$ cat src/rtl/flag_move_pkg.sv
// Constants, field layouts and state encodings shared by the flag and move execution unit.
package flag_move_pkg;

  // ----------------------------------------------------------------
  // Register bus map (byte addresses on the 12-bit APB address).
  // ----------------------------------------------------------------
  localparam logic [11:0] OFF_CMD = 12'h000;     // Command issue, write only.
  localparam logic [11:0] OFF_STATUS = 12'h004;  // Busy bit and flag word, read only.
  localparam logic [11:0] OFF_FLAGS = 12'h008;   // Flag word, read and write.
  localparam logic [11:0] OFF_REGSEL = 12'h00C;  // Register file index, read and write.
  localparam logic [11:0] OFF_REGDATA = 12'h010; // Selected register contents, read and write.

  // ----------------------------------------------------------------
  // Command word layout.
  // ----------------------------------------------------------------
  localparam int CMD_OP_LSB = 0;     // Four-bit operation code.
  localparam int CMD_DST_LSB = 4;    // Five-bit destination register index.
  localparam int CMD_SRC_LSB = 9;    // Five-bit source register index.
  localparam int CMD_PTR_LSB = 14;   // Two-bit pointer select.
  localparam int CMD_MODE_LSB = 16;  // Two-bit addressing mode.
  localparam int STAT_BUSY_BIT = 8;  // Busy flag position in the status word.

  // ----------------------------------------------------------------
  // Flag word layout and reset values.
  // ----------------------------------------------------------------
  localparam logic [2:0] FLAG_OVF = 3'h3;   // Two's-complement overflow flag.
  localparam logic [2:0] FLAG_SIGN = 3'h4;  // Sign flag.
  localparam logic [2:0] FLAG_HALF = 3'h5;  // Half carry flag.
  localparam logic [2:0] FLAG_XFER = 3'h6;  // Bit-transfer flag.
  localparam logic [7:0] FLAG_RST = 8'h00;  // Flag word after reset.
  localparam logic [7:0] REG_RST = 8'h00;   // Register file entries after reset.
  localparam logic [31:0] WORD_ZERO = 32'h0000_0000;

  // ----------------------------------------------------------------
  // Register file geometry and pointer pairs.
  // ----------------------------------------------------------------
  localparam int REG_COUNT = 32;              // Number of byte registers.
  localparam logic [3:0] PTR_FIRST_PAIR = 4'hD;   // Registers 26 and 27.
  localparam logic [3:0] PTR_SECOND_PAIR = 4'hE;  // Registers 28 and 29.
  localparam logic [3:0] PTR_THIRD_PAIR = 4'hF;   // Registers 30 and 31.
  localparam logic [15:0] PTR_STEP = 16'h0001;    // Pointer increment and decrement step.

  // Operation codes carried in the command word.
  typedef enum logic [3:0] {
    OP_NOP = 4'b0000,
    OP_RAISE_SIGN = 4'b0001,
    OP_DROP_SIGN = 4'b0010,
    OP_RAISE_OVF = 4'b0011,
    OP_DROP_OVF = 4'b0100,
    OP_RAISE_XFER = 4'b0101,
    OP_DROP_XFER = 4'b0110,
    OP_RAISE_HALF = 4'b0111,
    OP_DROP_HALF = 4'b1000,
    OP_REG_COPY = 4'b1001,
    OP_PAIR_COPY = 4'b1010,
    OP_FETCH = 4'b1011
  } op_t;

  // Addressing modes of the indirect fetch.
  typedef enum logic [1:0] {
    MODE_PLAIN = 2'b00,
    MODE_POST_INC = 2'b01,
    MODE_PRE_DEC = 2'b10
  } mode_t;

  // Execution sequencer states.
  typedef enum logic [1:0] {
    ST_IDLE = 2'b00,
    ST_EXEC = 2'b01,
    ST_WAIT = 2'b10
  } state_t;

endpackage

$ cat src/rtl/flag_and_move_exec.sv
// Flag set and clear, register copy and indirect fetch execution unit with an APB slave.
`timescale 1ns/1ns
`default_nettype none
// Functional notes
// RQ1: Sign flag raise sets, drop clears it.
// RQ2: Overflow flag raise sets, drop clears it.
// RQ3: Transfer flag raise sets, drop clears it.
// RQ4: Half carry raise sets, drop clears it.
// RQ5: Pair copy moves source pair to destination.
// RQ6: Plain fetch via first pointer, pointer kept.
// RQ7: Post-increment fetch reads, then bumps first pointer.
// RQ8: Pre-decrement fetch lowers first pointer, then reads.
// RQ9: Pre-decrement fetch through second pointer likewise.
// RQ10: Pre-decrement fetch through third pointer likewise.
// RQ11: Flag ops touch one bit; moves keep flags.
module flag_and_move_exec
(
  // Clock and reset.
  input wire logic clk,
  input wire logic sys_rst,
  // APB register slave.
  input wire logic psel,
  input wire logic penable,
  input wire logic pwrite,
  input wire logic [11:0] paddr,
  input wire logic [31:0] pwdata,
  output logic [31:0] prdata,
  output logic pready,
  output logic pslverr,
  // Data memory read port.
  output logic mem_req_q,
  output logic [15:0] mem_addr_q,
  input wire logic [7:0] mem_rdata,
  input wire logic mem_ack,
  // Status outputs.
  output logic [7:0] flag_q,
  output logic busy_q
);
  import flag_move_pkg::*;

  // ----------------------------------------------------------------
  // Declarations.
  // ----------------------------------------------------------------
  state_t state_q;                    // Execution sequencer state.
  logic [31:0] cmd_q;                 // Latched command word.
  logic [4:0] sel_q;                  // Register index for bus access.
  logic [REG_COUNT-1:0][7:0] regs_q;  // Register file contents.
  op_t cmd_op;                        // Decoded operation.
  mode_t cmd_mode;                    // Decoded addressing mode.
  logic [4:0] cmd_dst;                // Destination index.
  logic [4:0] cmd_src;                // Source index.
  logic [1:0] cmd_ptr;                // Pointer select.
  logic [3:0] ptr_pair;               // Register pair holding the selected pointer.
  logic [15:0] ptr_w;                 // Value of the selected pointer.
  logic [15:0] src_pair_w;            // Value of the source pair.
  logic [15:0] fetch_addr;            // Address of the fetch after any pre-decrement.
  logic is_flag_op;                   // Command is a flag set or clear.
  logic [7:0] flag_mask;              // Single bit that the flag command touches.
  logic setup_phase;                  // APB setup cycle.
  logic access_fire;                  // APB access completing at this edge.
  logic wr_fire;                      // Accepted write completing at this edge.
  logic byte_we;
  logic [4:0] byte_idx;
  logic [7:0] byte_data;
  logic pair_we;
  logic [15:0] pair_data;

  // ----------------------------------------------------------------
  // Command decode.
  // ----------------------------------------------------------------
  assign cmd_op = op_t'(cmd_q[CMD_OP_LSB +: 4]);
  assign cmd_mode = mode_t'(cmd_q[CMD_MODE_LSB +: 2]);
  assign cmd_dst = cmd_q[CMD_DST_LSB +: 5];
  assign cmd_src = cmd_q[CMD_SRC_LSB +: 5];
  assign cmd_ptr = cmd_q[CMD_PTR_LSB +: 2];
  assign src_pair_w = {regs_q[{cmd_src[4:1], 1'b1}], regs_q[{cmd_src[4:1], 1'b0}]};
  assign ptr_w = {regs_q[{ptr_pair, 1'b1}], regs_q[{ptr_pair, 1'b0}]};

  // Picks the pointer pair; the unused select code falls back to the first pointer.
  always_comb
  begin
    unique case (cmd_ptr)
      2'b01: ptr_pair = PTR_SECOND_PAIR;
      2'b10: ptr_pair = PTR_THIRD_PAIR;
      default: ptr_pair = PTR_FIRST_PAIR;
    endcase
  end

  // The pre-decrement form reads from the lowered pointer, the other forms from the pointer itself.
  assign fetch_addr = (cmd_mode == MODE_PRE_DEC) ? (ptr_w - PTR_STEP) : ptr_w; // [RQ8] [RQ9] [RQ10]

  // Builds the one-bit mask of a flag command, empty for every other command.
  always_comb
  begin
    flag_mask = 8'h00;
    is_flag_op = 1'b1;
    unique case (cmd_op)
      OP_RAISE_SIGN, OP_DROP_SIGN: flag_mask[FLAG_SIGN] = 1'b1;
      OP_RAISE_OVF, OP_DROP_OVF: flag_mask[FLAG_OVF] = 1'b1;
      OP_RAISE_XFER, OP_DROP_XFER: flag_mask[FLAG_XFER] = 1'b1;
      OP_RAISE_HALF, OP_DROP_HALF: flag_mask[FLAG_HALF] = 1'b1;
      default: is_flag_op = 1'b0;
    endcase
  end

  // ----------------------------------------------------------------
  // APB slave.
  // ----------------------------------------------------------------
  assign setup_phase = psel && !penable;
  assign access_fire = psel && penable && pready;
  assign wr_fire = access_fire && pwrite && !pslverr;

  // Answers in the first access cycle; read data and error are settled during setup.
  // Writes other than to the select register are refused while a command runs.
  always_ff @(posedge clk or posedge sys_rst)
  begin
    if (sys_rst)
    begin
      pready <= 1'b0;
      pslverr <= 1'b0;
      prdata <= WORD_ZERO;
    end
    else if (setup_phase)
    begin
      pready <= 1'b1;
      prdata <= WORD_ZERO;
      pslverr <= 1'b0;
      unique case (paddr)
        OFF_CMD:
        begin
          pslverr <= !pwrite || busy_q;
        end
        OFF_STATUS:
        begin
          pslverr <= pwrite;
          prdata <= 32'(flag_q) | (32'(busy_q) << STAT_BUSY_BIT);
        end
        OFF_FLAGS:
        begin
          pslverr <= pwrite && busy_q;
          prdata <= 32'(flag_q);
        end
        OFF_REGSEL:
        begin
          prdata <= 32'(sel_q);
        end
        OFF_REGDATA:
        begin
          pslverr <= pwrite && busy_q;
          prdata <= 32'(regs_q[sel_q]);
        end
        default:
        begin
          pslverr <= 1'b1;
        end
      endcase
    end
    else if (access_fire)
    begin
      pready <= 1'b0;
      pslverr <= 1'b0;
    end
  end

  // Holds the register index that software selects for access.
  always_ff @(posedge clk or posedge sys_rst)
  begin
    if (sys_rst)
    begin
      sel_q <= 5'h00;
    end
    else if (wr_fire && (paddr == OFF_REGSEL))
    begin
      sel_q <= pwdata[4:0];
    end
  end

  // ----------------------------------------------------------------
  // Execution sequencer.
  // ----------------------------------------------------------------
  // A command write starts one execute cycle; a fetch then waits for the memory answer.
  always_ff @(posedge clk or posedge sys_rst)
  begin
    if (sys_rst)
    begin
      state_q <= ST_IDLE;
      cmd_q <= WORD_ZERO;
      busy_q <= 1'b0;
    end
    else
    begin
      unique case (state_q)
        ST_IDLE:
        begin
          if (wr_fire && (paddr == OFF_CMD))
          begin
            cmd_q <= pwdata;
            state_q <= ST_EXEC;
            busy_q <= 1'b1;
          end
        end
        ST_EXEC:
        begin
          if (cmd_op == OP_FETCH)
          begin
            state_q <= ST_WAIT;
          end
          else
          begin
            state_q <= ST_IDLE;
            busy_q <= 1'b0;
          end
        end
        ST_WAIT:
        begin
          if (mem_ack)
          begin
            state_q <= ST_IDLE;
            busy_q <= 1'b0;
          end
        end
        default:
        begin
          state_q <= ST_IDLE;
          busy_q <= 1'b0;
        end
      endcase
    end
  end

  // ----------------------------------------------------------------
  // Flag word.
  // ----------------------------------------------------------------
  // A flag command changes only its own bit; software may rewrite the word only while idle.
  always_ff @(posedge clk or posedge sys_rst)
  begin
    if (sys_rst)
    begin
      flag_q <= FLAG_RST;
    end
    else if ((state_q == ST_EXEC) && is_flag_op)
    begin
      unique case (cmd_op)
        OP_RAISE_SIGN: flag_q[FLAG_SIGN] <= 1'b1; // [RQ1]
        OP_DROP_SIGN: flag_q[FLAG_SIGN] <= 1'b0; // [RQ1]
        OP_RAISE_OVF: flag_q[FLAG_OVF] <= 1'b1; // [RQ2]
        OP_DROP_OVF: flag_q[FLAG_OVF] <= 1'b0; // [RQ2]
        OP_RAISE_XFER: flag_q[FLAG_XFER] <= 1'b1; // [RQ3]
        OP_DROP_XFER: flag_q[FLAG_XFER] <= 1'b0; // [RQ3]
        OP_RAISE_HALF: flag_q[FLAG_HALF] <= 1'b1; // [RQ4]
        OP_DROP_HALF: flag_q[FLAG_HALF] <= 1'b0; // [RQ4] [RQ11]
        default: flag_q <= flag_q;
      endcase
    end
    else if (wr_fire && (paddr == OFF_FLAGS))
    begin
      flag_q <= pwdata[7:0];
    end
  end

  // ----------------------------------------------------------------
  // Data memory port.
  // ----------------------------------------------------------------
  // The request rises at the edge that ends the execute cycle of a fetch and stands until the memory acknowledges.
  always_ff @(posedge clk or posedge sys_rst)
  begin
    if (sys_rst)
    begin
      mem_req_q <= 1'b0;
      mem_addr_q <= 16'h0000;
    end
    else if ((state_q == ST_EXEC) && (cmd_op == OP_FETCH))
    begin
      mem_req_q <= 1'b1;
      mem_addr_q <= fetch_addr; // [RQ6] [RQ7] [RQ8] [RQ9] [RQ10]
    end
    else if ((state_q == ST_WAIT) && mem_ack)
    begin
      mem_req_q <= 1'b0;
    end
  end

  // ----------------------------------------------------------------
  // Register file write steering.
  // ----------------------------------------------------------------
  // The byte port serves fetch results, single copies and idle bus writes, which never overlap.
  always_comb
  begin
    byte_we = 1'b0;
    byte_idx = sel_q;
    byte_data = pwdata[7:0];
    if ((state_q == ST_WAIT) && mem_ack)
    begin
      byte_we = 1'b1; // [RQ6] [RQ7] [RQ8] [RQ9] [RQ10]
      byte_idx = cmd_dst;
      byte_data = mem_rdata;
    end
    else if ((state_q == ST_EXEC) && (cmd_op == OP_REG_COPY))
    begin
      byte_we = 1'b1;
      byte_idx = cmd_dst;
      byte_data = regs_q[cmd_src];
    end
    else if (wr_fire && (paddr == OFF_REGDATA))
    begin
      byte_we = 1'b1;
    end
  end

  // The pair port serves pair copies and pointer updates; a plain fetch leaves the pointer alone.
  always_comb
  begin
    pair_we = 1'b0;
    pair_data = src_pair_w;
    if ((state_q == ST_EXEC) && (cmd_op == OP_PAIR_COPY))
    begin
      pair_we = 1'b1; // [RQ5]
    end
    else if ((state_q == ST_EXEC) && (cmd_op == OP_FETCH) && (cmd_mode == MODE_POST_INC))
    begin
      pair_we = 1'b1;
      pair_data = ptr_w + PTR_STEP; // [RQ7]
    end
    else if ((state_q == ST_EXEC) && (cmd_op == OP_FETCH) && (cmd_mode == MODE_PRE_DEC))
    begin
      pair_we = 1'b1;
      pair_data = fetch_addr; // [RQ8] [RQ9] [RQ10]
    end
  end

  // Register file instance.
  pair_regfile u_regs
  (
    .clk(clk),
    .sys_rst(sys_rst),
    .byte_we(byte_we),
    .byte_idx(byte_idx),
    .byte_data(byte_data),
    .pair_we(pair_we),
    .pair_idx((cmd_op == OP_PAIR_COPY) ? cmd_dst[4:1] : ptr_pair),
    .pair_data(pair_data),
    .regs_q(regs_q)
  );
endmodule
`default_nettype wire

$ cat src/rtl/pair_regfile.sv
// Thirty-two entry byte register file with a byte write port and a pair write port.
`timescale 1ns/1ns
`default_nettype none
module pair_regfile
(
  // Clock and reset.
  input wire logic clk,
  input wire logic sys_rst,
  // Byte write port, wins over the pair port on the same entry.
  input wire logic byte_we,
  input wire logic [4:0] byte_idx,
  input wire logic [7:0] byte_data,
  // Pair write port, low byte to the even entry.
  input wire logic pair_we,
  input wire logic [3:0] pair_idx,
  input wire logic [15:0] pair_data,
  // All entries, straight from their flip-flops.
  output logic [flag_move_pkg::REG_COUNT-1:0][7:0] regs_q
);
  import flag_move_pkg::*;

  // ----------------------------------------------------------------
  // Storage.
  // ----------------------------------------------------------------
  // Each entry loads from the byte port when addressed there, otherwise from its half of the pair port.
  for (genvar i = 0; i < REG_COUNT; i++)
  begin : g_entry
    always_ff @(posedge clk or posedge sys_rst)
    begin
      if (sys_rst)
      begin
        regs_q[i] <= REG_RST;
      end
      else if (byte_we && (byte_idx == 5'(i)))
      begin
        regs_q[i] <= byte_data;
      end
      else if (pair_we && (pair_idx == 4'(i / 2)))
      begin
        regs_q[i] <= pair_data[(i % 2) * 8 +: 8];
      end
    end
  end

endmodule
`default_nettype wire

$ cat config.mk
export PLATFORM = sky130hd
export DESIGN_NAME = flag_and_move_exec
export DESIGN_NICKNAME = d
export VERILOG_FILES = /design/src/rtl/flag_move_pkg.sv /design/src/rtl/flag_and_move_exec.sv /design/src/rtl/pair_regfile.sv
export SDC_FILE = /design/constraint.sdc
export NUM_CORES = 1
export LEC_CHECK = 0
export BUFFER_PORTS_ARGS = -buffer_cell sky130_fd_sc_hd__buf_2
export CAP_MARGIN = 10
export CORE_MARGIN = 3
export CORE_UTILIZATION = 40
export DETAILED_ROUTE_END_ITERATION = 16
export SLEW_MARGIN = 10
export SYNTH_ARGS = -nofsm -noshare
export SYNTH_HDL_FRONTEND = slang
export SYNTH_HIERARCHICAL = 1
export SYNTH_SLANG_ARGS = --single-unit
$ cat constraint.sdc
create_clock -name clk -period 8.2 [get_ports clk]
set_input_delay 0.41 -clock clk [delete_from_list [all_inputs] [get_ports clk]]
set_output_delay 0.41 -clock clk [all_outputs]
set_load 0.005 [all_outputs]
### After elaboration in Yosys (flattened, before gate mapping)

Index checks and enable logic that the tools add are counted.

* register bits: 341
* bits in latches: 0
* memory bits (writable): 0
* ROM bits: 0
* input port bits: 58
* output and inout bits: 60
* word-level logic and storage cells: 362
* memories: 0

* $add $sub $neg: 2
* multipliers: 0
* divide/modulo/power cells: 0
* $lt $le $gt $ge: 6
* eq/ne operators: 74
* shift-type cells: 0
* multiplexer cells: 114
* bitwise logic cells: 2
* reductions and logical operators: 118

Operators by type and width (number)
* two-way mux 8 bit: 72
* binary-select mux 8 bit (select 4 bit): 4
* binary-select mux 8 bit (select 5 bit): 2
* equality test 5 bit, second input constant: 16
* nonzero test 2 bit: 35
* logical AND 1 bit: 65
* two-way mux 16 bit: 4
* equality test 4 bit, second input constant: 12
* equality test 5 x 4 -> 1 bit, second input constant: 8
* < comparator 5 x 6 -> 1 bit, second input constant: 6
* case mux 9 bit (4 select lines): 1
* equality test 4 x 3 -> 1 bit, second input constant: 8
* equality test 12 x 4 -> 1 bit, second input constant: 2
* equality test 5 x 3 -> 1 bit, second input constant: 4
* adder 16 x 1 -> 16 bit, second input constant: 1
* equality test 4 x 2 -> 1 bit, second input constant: 4
* subtractor 16 x 1 -> 16 bit, second input constant: 1
* two-way mux 1 bit: 15
* two-way mux 7 bit: 2
* AND reduction 2 bit: 7
* equality test 12 x 3 -> 1 bit, second input constant: 1
* equality test 12 x 5 -> 1 bit, second input constant: 1
* logical NOT 12 bit: 1
* != test 3 x 1 -> 1 bit, second input constant: 4
* 24 further kinds: 40

### Longest topological paths before layout

* word-level depth: 11
* mapped depth: 14
* depth with buffers taken out: 13

### By module

The synthesis kept the hierarchy.

By module, submodules not included
* pair_regfile: times used 1, cells each 1615, area each 13236.4 um^2, sequential area each 6406.1 um^2
* flag_and_move_exec: times used 1, cells each 844, area each 10054.6 um^2, sequential area each 1551.5 um^2

### Least setup slack after synthesis

No wires, ideal clock.

* path kind: register -> register
* start point: register cmd_q[15]
* end point: register u_regs/regs_q[10] in the netlist's numbering
* setup time: 0.082 ns
* arrival time: 3.236 ns
* data required time: 8.118 ns
* path slack: 4.882 ns
* stages on the path, launching flop included: 15
* buffers on the path: 1
* period minus slack after synthesis: 3.318 ns
* cells stage by stage: dfrtp_1 inv_1 ha_1 buf_6 mux4_2 inv_1 ha_1 nand2b_1 nor3_1 nand2_1 xnor2_1 a221oi_1 nor3b_1 nand2_1 a31oi_1

* longest elaborated chain between the ends: 11
* elaborated cells between the ends (all ways): 19
* classes of those cells: add/sub: 2; eq/ne: 2; mux: 12; reduce/logical: 3

RTL lines
* start: declaration: RTL line flag_and_move_exec.sv:45 `logic [31:0] cmd_q;`
* start signal: assignment: RTL line flag_and_move_exec.sv:197 `cmd_q <= pwdata;`
* equality test 2 bit or equality test 2 x 1 -> 1 bit (tied branches): RTL line flag_and_move_exec.sv:82 `unique case (cmd_ptr)`
* case mux 2 bit (2 select lines) (*): RTL line flag_and_move_exec.sv:82
* binary-select mux 8 bit (select 4 bit): RTL line flag_and_move_exec.sv:77 `assign ptr_w = {regs_q[{ptr_pair, 1'b1}], regs_q[{ptr_pair, 1'b0}]};`
* two-way mux 8 bit (not written as such): RTL line flag_and_move_exec.sv:77
* subtractor 16 x 1 -> 16 bit: RTL line flag_and_move_exec.sv:90 `assign fetch_addr = (cmd_mode == MODE_PRE_DEC) ? (ptr_w - PTR_STEP) : ptr_w;`
* two-way mux 16 bit: RTL line flag_and_move_exec.sv:90
* two-way mux 16 bit: RTL line flag_and_move_exec.sv:324 `else if ((state_q == ST_EXEC) && (cmd_op == OP_FETCH) && (cmd_mode == MODE_PRE_DEC))`
* two-way mux 16 bit (*): RTL line flag_and_move_exec.sv:319 `else if ((state_q == ST_EXEC) && (cmd_op == OP_FETCH) && (cmd_mode == MODE_POST_INC))`
* two-way mux 16 bit (*): RTL line flag_and_move_exec.sv:315 `if ((state_q == ST_EXEC) && (cmd_op == OP_PAIR_COPY))`
* net pair_data[10]: RTL line flag_and_move_exec.sv:66 `logic [15:0] pair_data;`
* two-way mux 8 bit (*): RTL line pair_regfile.sv:38 `else if (pair_we && (pair_idx == 4'(i / 2)))`
* two-way mux 8 bit (*): RTL line pair_regfile.sv:34 `else if (byte_we && (byte_idx == 5'(i)))`
* end signal: indexed assignment: RTL line pair_regfile.sv:36 `regs_q[i] <= byte_data;`
* end signal: indexed assignment: RTL line pair_regfile.sv:40 `regs_q[i] <= pair_data[(i % 2) * 8 +: 8];`
* end: declaration: RTL line pair_regfile.sv:18 `output logic [flag_move_pkg::REG_COUNT-1:0][7:0] regs_q`

Mark *: on every way through the listed nets, which the timed path passes. The rest lies on a longest branch. The select of a mux whose other input is x is not followed.
A chain may end at the register's enable or synchronous reset.

### Final worst setup path

* start point: register cmd_q[15]
* end point: register u_regs/regs_q[206] in the netlist's numbering

The elaborated chain is that of the path after synthesis.

==> flow_summary_export.csv <==
group,metric,value,unit
outcome,status,"finished, violations left",
outcome,violations,"hold timing",
worst_setup_path,cp_slowest_cell,"nor3b_1",
logic_synthesis,synth_simple_gate_area_share,17.4,%
sta,fin_crit_sh,61.7,%
power,power_frac_comb,5.7,%
run,maxCapViolCount,0,
logic_synthesis,synth_top_family_by_area,"multiplexers",
sta,finalCriticalPeriod,5.06,ns
drt,postRouteWirelength,96300,microns
power,powerDensity,147,mW/mm^2
worst_setup_path,critPathKind,"flop to flop",
grt,first_global_vias,20822,
floorplan,core,0.0570,sq mm
sta,hold_violations,6,
worst_setup_path,critical-path-top-delay-family,"simple AND/OR/NAND/NOR gates",
drt,drt-vias-per-instance,7.13,
grt,overflow,0,
cts,cts_resized,0,
grt,grt_pass1_wl,141000,microns
layout,drive_gt1_share,22.4,%
power,power_frac_seq,42.5,%
place,port_buffers,80,
cts,cts-root-buf,"clkbuf_16",
cts,clkLatencyLatePin,0.58,ns
sta,hold_slack,-0.0230,ns
worst_setup_path,crit_arrival,5.56,ns
power,p_int,2830,uW
logic_synthesis,synth_seq_cells,318,
drt,ant_nets,0,
logic_synthesis,synth_cell_type_count,71,
grt,antenna_found_initial,3,
floorplan,ioPinCount,118,
cts,hold_buffers,0,
sta,worstMarginPinSlew,1.42,ns
worst_setup_path,endpoint_kind,"flop",
logic_synthesis,ys_seq_area_share,34.2,%
sta,rsz0062_at_grt,"false",
sta,finalSetupViolations,0,
layout,fin_util,44.4,%
cts,cts_max_path_buffers,3,
worst_setup_path,worstPathRequired,8.70,ns
cts,cts-htree-levels,2,
place,dp_hpwl,60500,microns
drt,first_iter_violations,3533,
floorplan,chipWidth,247,microns
grt,grt_max_degree,136,
logic_synthesis,synth_compound_area_share,16.5,%
sta,finalSetupTns,0,ns
worst_setup_path,crit_fanout,19,
power,leakage,0.00749,uW
power,switching_share,24.3,%
worst_setup_path,crit_buf_inv,3,
cts,clkTransAtPathRegs,0.06,ns
grt,grtUsageTotal,31.0,%
logic_synthesis,muxShareOfSynthArea,24.7,%
logic_synthesis,avgSynthCellArea,9.47,sq um
cts,cts_tree,"yes",
floorplan,die_area,0.0612,sq mm
drt,wl_per_cell,30.8,microns
power,vdd_ir_drop_max,0.140,mV
layout,syn2layout_area_growth,8.70,%
worst_setup_path,crit_path_max_incr_delay,1.05,ns
floorplan,initial_core_util,40.8,%
floorplan,die_h,247,microns
worst_setup_path,path_cells,"inv_1, ha_1, buf_4, mux4_2, inv_1, ha_1, nand2b_1, nor3_1, nand4b_1, xnor2_1, o221ai_1, nor3b_1, nand2_1, a31oi_1",
hold_path,hold_path.class,"primary input to asynchronous set/reset pin",
logic_synthesis,async_flop_share,100,%
drt,via_count,22268,
place,globalplace.congestion,0.964,
floorplan,num_rows,87,
sta,max_freq,0.198,GHz
logic_synthesis,syn_inst,2459,
logic_synthesis,ys.flop_type,"dfrtp_1",
power,p_sw,905,uW
sta,slew_headroom,5.65,%
power,power_frac_clock,51.7,%
sta,fin_skew,0.0266,ns
logic_synthesis,ys_warn_count,6,
drt,drt_first_pass_iters,6,
logic_synthesis,synth_fa_ha_area_share,0.204,%
layout,finalNetCount,2396,
logic_synthesis,synth.cell_area,0.0233,sq mm
cts,numCtsBuffers,40,
cts,cts_setup_buffers,0,
logic_synthesis,synth_edf_count,0,
sta,final-max-slew-violation-count,0,
logic_synthesis,synth_xor_area_share,0.940,%
worst_setup_path,cp-start-kind,"flop",
drt,drc,0,
cts,cts_num_sinks,318,
[final timing paths]
kind                                           start                        endpoint  slack (ns)  depth (start not counted)
max in group asynchronous                    sys_rst  u_regs/regs_q[182]$_DFFE_PP0P_        6.88                          3
hold reg to reg            mem_addr_q[9]$_DFFE_PP0P_       mem_addr_q[9]$_DFFE_PP0P_        0.47                          2
setup reg to reg               cmd_q[15]$_DFFE_PP0P_  u_regs/regs_q[206]$_DFFE_PP0P_        3.14                         14
hold / removal                               sys_rst  u_regs/regs_q[115]$_DFFE_PP0P_       -0.02                          2
setup / recovery               cmd_q[15]$_DFFE_PP0P_  u_regs/regs_q[206]$_DFFE_PP0P_        3.14                         14
min in group clk                           pwdata[9]            cmd_q[9]$_DFFE_PP0P_        0.07                          2
[power groups by stage]
stage          Combinational, uW  Sequential (uW)  Clock (uW)
3_5_place_dp                 205             1610           0
3_3_place_gp                 203             1610           0
5_1_grt                      226             1590        2000
6_report                     214             1590        1930
2_1_floorplan                122             1610           0
4_1_cts                      206             1590        1930
[state kept, by name (all words and copies together) (netlist names)]
register,flops
pready,1
sel_q,5
pslverr,1
flag_q,8
prdata,9
busy_q,1
state_q,2
mem_addr_q,16
mem_req_q,1
cmd_q,18
u_regs/regs_q,256
[cells by family after synthesis]
family	after synthesis
AND/OR/NAND/NOR	818
AO/OA/AOI/OAI	658
buffers and inverters	339
flip-flops	318
multiplexers	296
XOR/XNOR	25
adder cells (fa/ha/maj)	4
other	1
[metrics by stage]
step	hold slack (ns)	instance area (sq um)	total power (uW)	setup slack [ns]	instances
global route	0.0620	25300	3810	2.97	3122
global placement	0.460	23900	1820	3.42	3048
finish	-0.0230	25300	3730	3.14	3123
CTS	0.0549	25300	3730	3.30	3121
detailed placement	0.466	23900	1820	3.32	3048
floorplan	0.470	23400	1730	0.748	2481
[layout make-up]
class                   count  area [sq um]
repair buffers            134           831
diodes                      1          2.50
well taps                 756           946
multi-input cells        1824         14100
clock inverters            11           190
inverters                  17          71.3
fillers                  5341         31700
clock buffers              62          1220
flip-flops and latches    318          7980
[layout by cell type, fill, tap and decap left out, types with 8 or more instances in the layout]
master	count
o21ai_0	290
a31oi_1	258
buf_2	80
nand2_1	314
clkbuf_1	9
xor2_1	12
mux4_2	212
or2_2	33
o21ai_2	8
buf_4	52
mux2i_1	34
a21oi_1	30
conb_1	23
nor2b_1	13
clkbuf_8	12
nor2_1	44
and3b_1	34
nand3_1	17
clkbuf_16	41
dfrtp_1	310
a22oi_1	17
xnor2_1	13
mux2_2	45
nor3b_1	18
nor3_1	270
and3_1	18
inv_1	15
[per-layer routing]
layer / part of all wire [%] / GRT usage (%) / wire length [microns]
met4: 5.5 / 14.7 / 5280
met5: 0.024 / 0 / 23
met3: 16 / 12.6 / 15700
met1: 35 / 39.4 / 33400
met2: 44 / 46.1 / 41900
[synthesized netlist by cell type (5+ instances only)]
library cell	instances	share of area [%]
nor2b_1	13	0.35
mux4_2	212	20
a221oi_1	5	0.19
nor3b_1	19	0.61
nand4b_1	5	0.19
nor2_1	44	0.71
nand3_1	18	0.39
clkbuf_1	241	3.9
buf_1	20	0.32
and3_1	19	0.51
a31oi_1	258	6.9
a211oi_1	7	0.23
mux2i_1	34	1.5
xnor2_1	13	0.49
or2_2	32	0.86
inv_1	17	0.27
nand2_1	316	5.1
nand2b_1	11	0.30
xor2_1	12	0.45
o21ai_0	298	6.4
a21oi_1	32	0.69
nor4_1	6	0.16
buf_2	30	0.64
mux4_1	5	0.56
buf_4	29	0.93
dfrtp_1	318	34
a22oi_1	17	0.55
o211ai_1	6	0.19
nor3_1	270	5.8
mux2_2	45	2.2
and3b_1	36	1.4
Note: power is estimated with default switching activity, not from simulation.
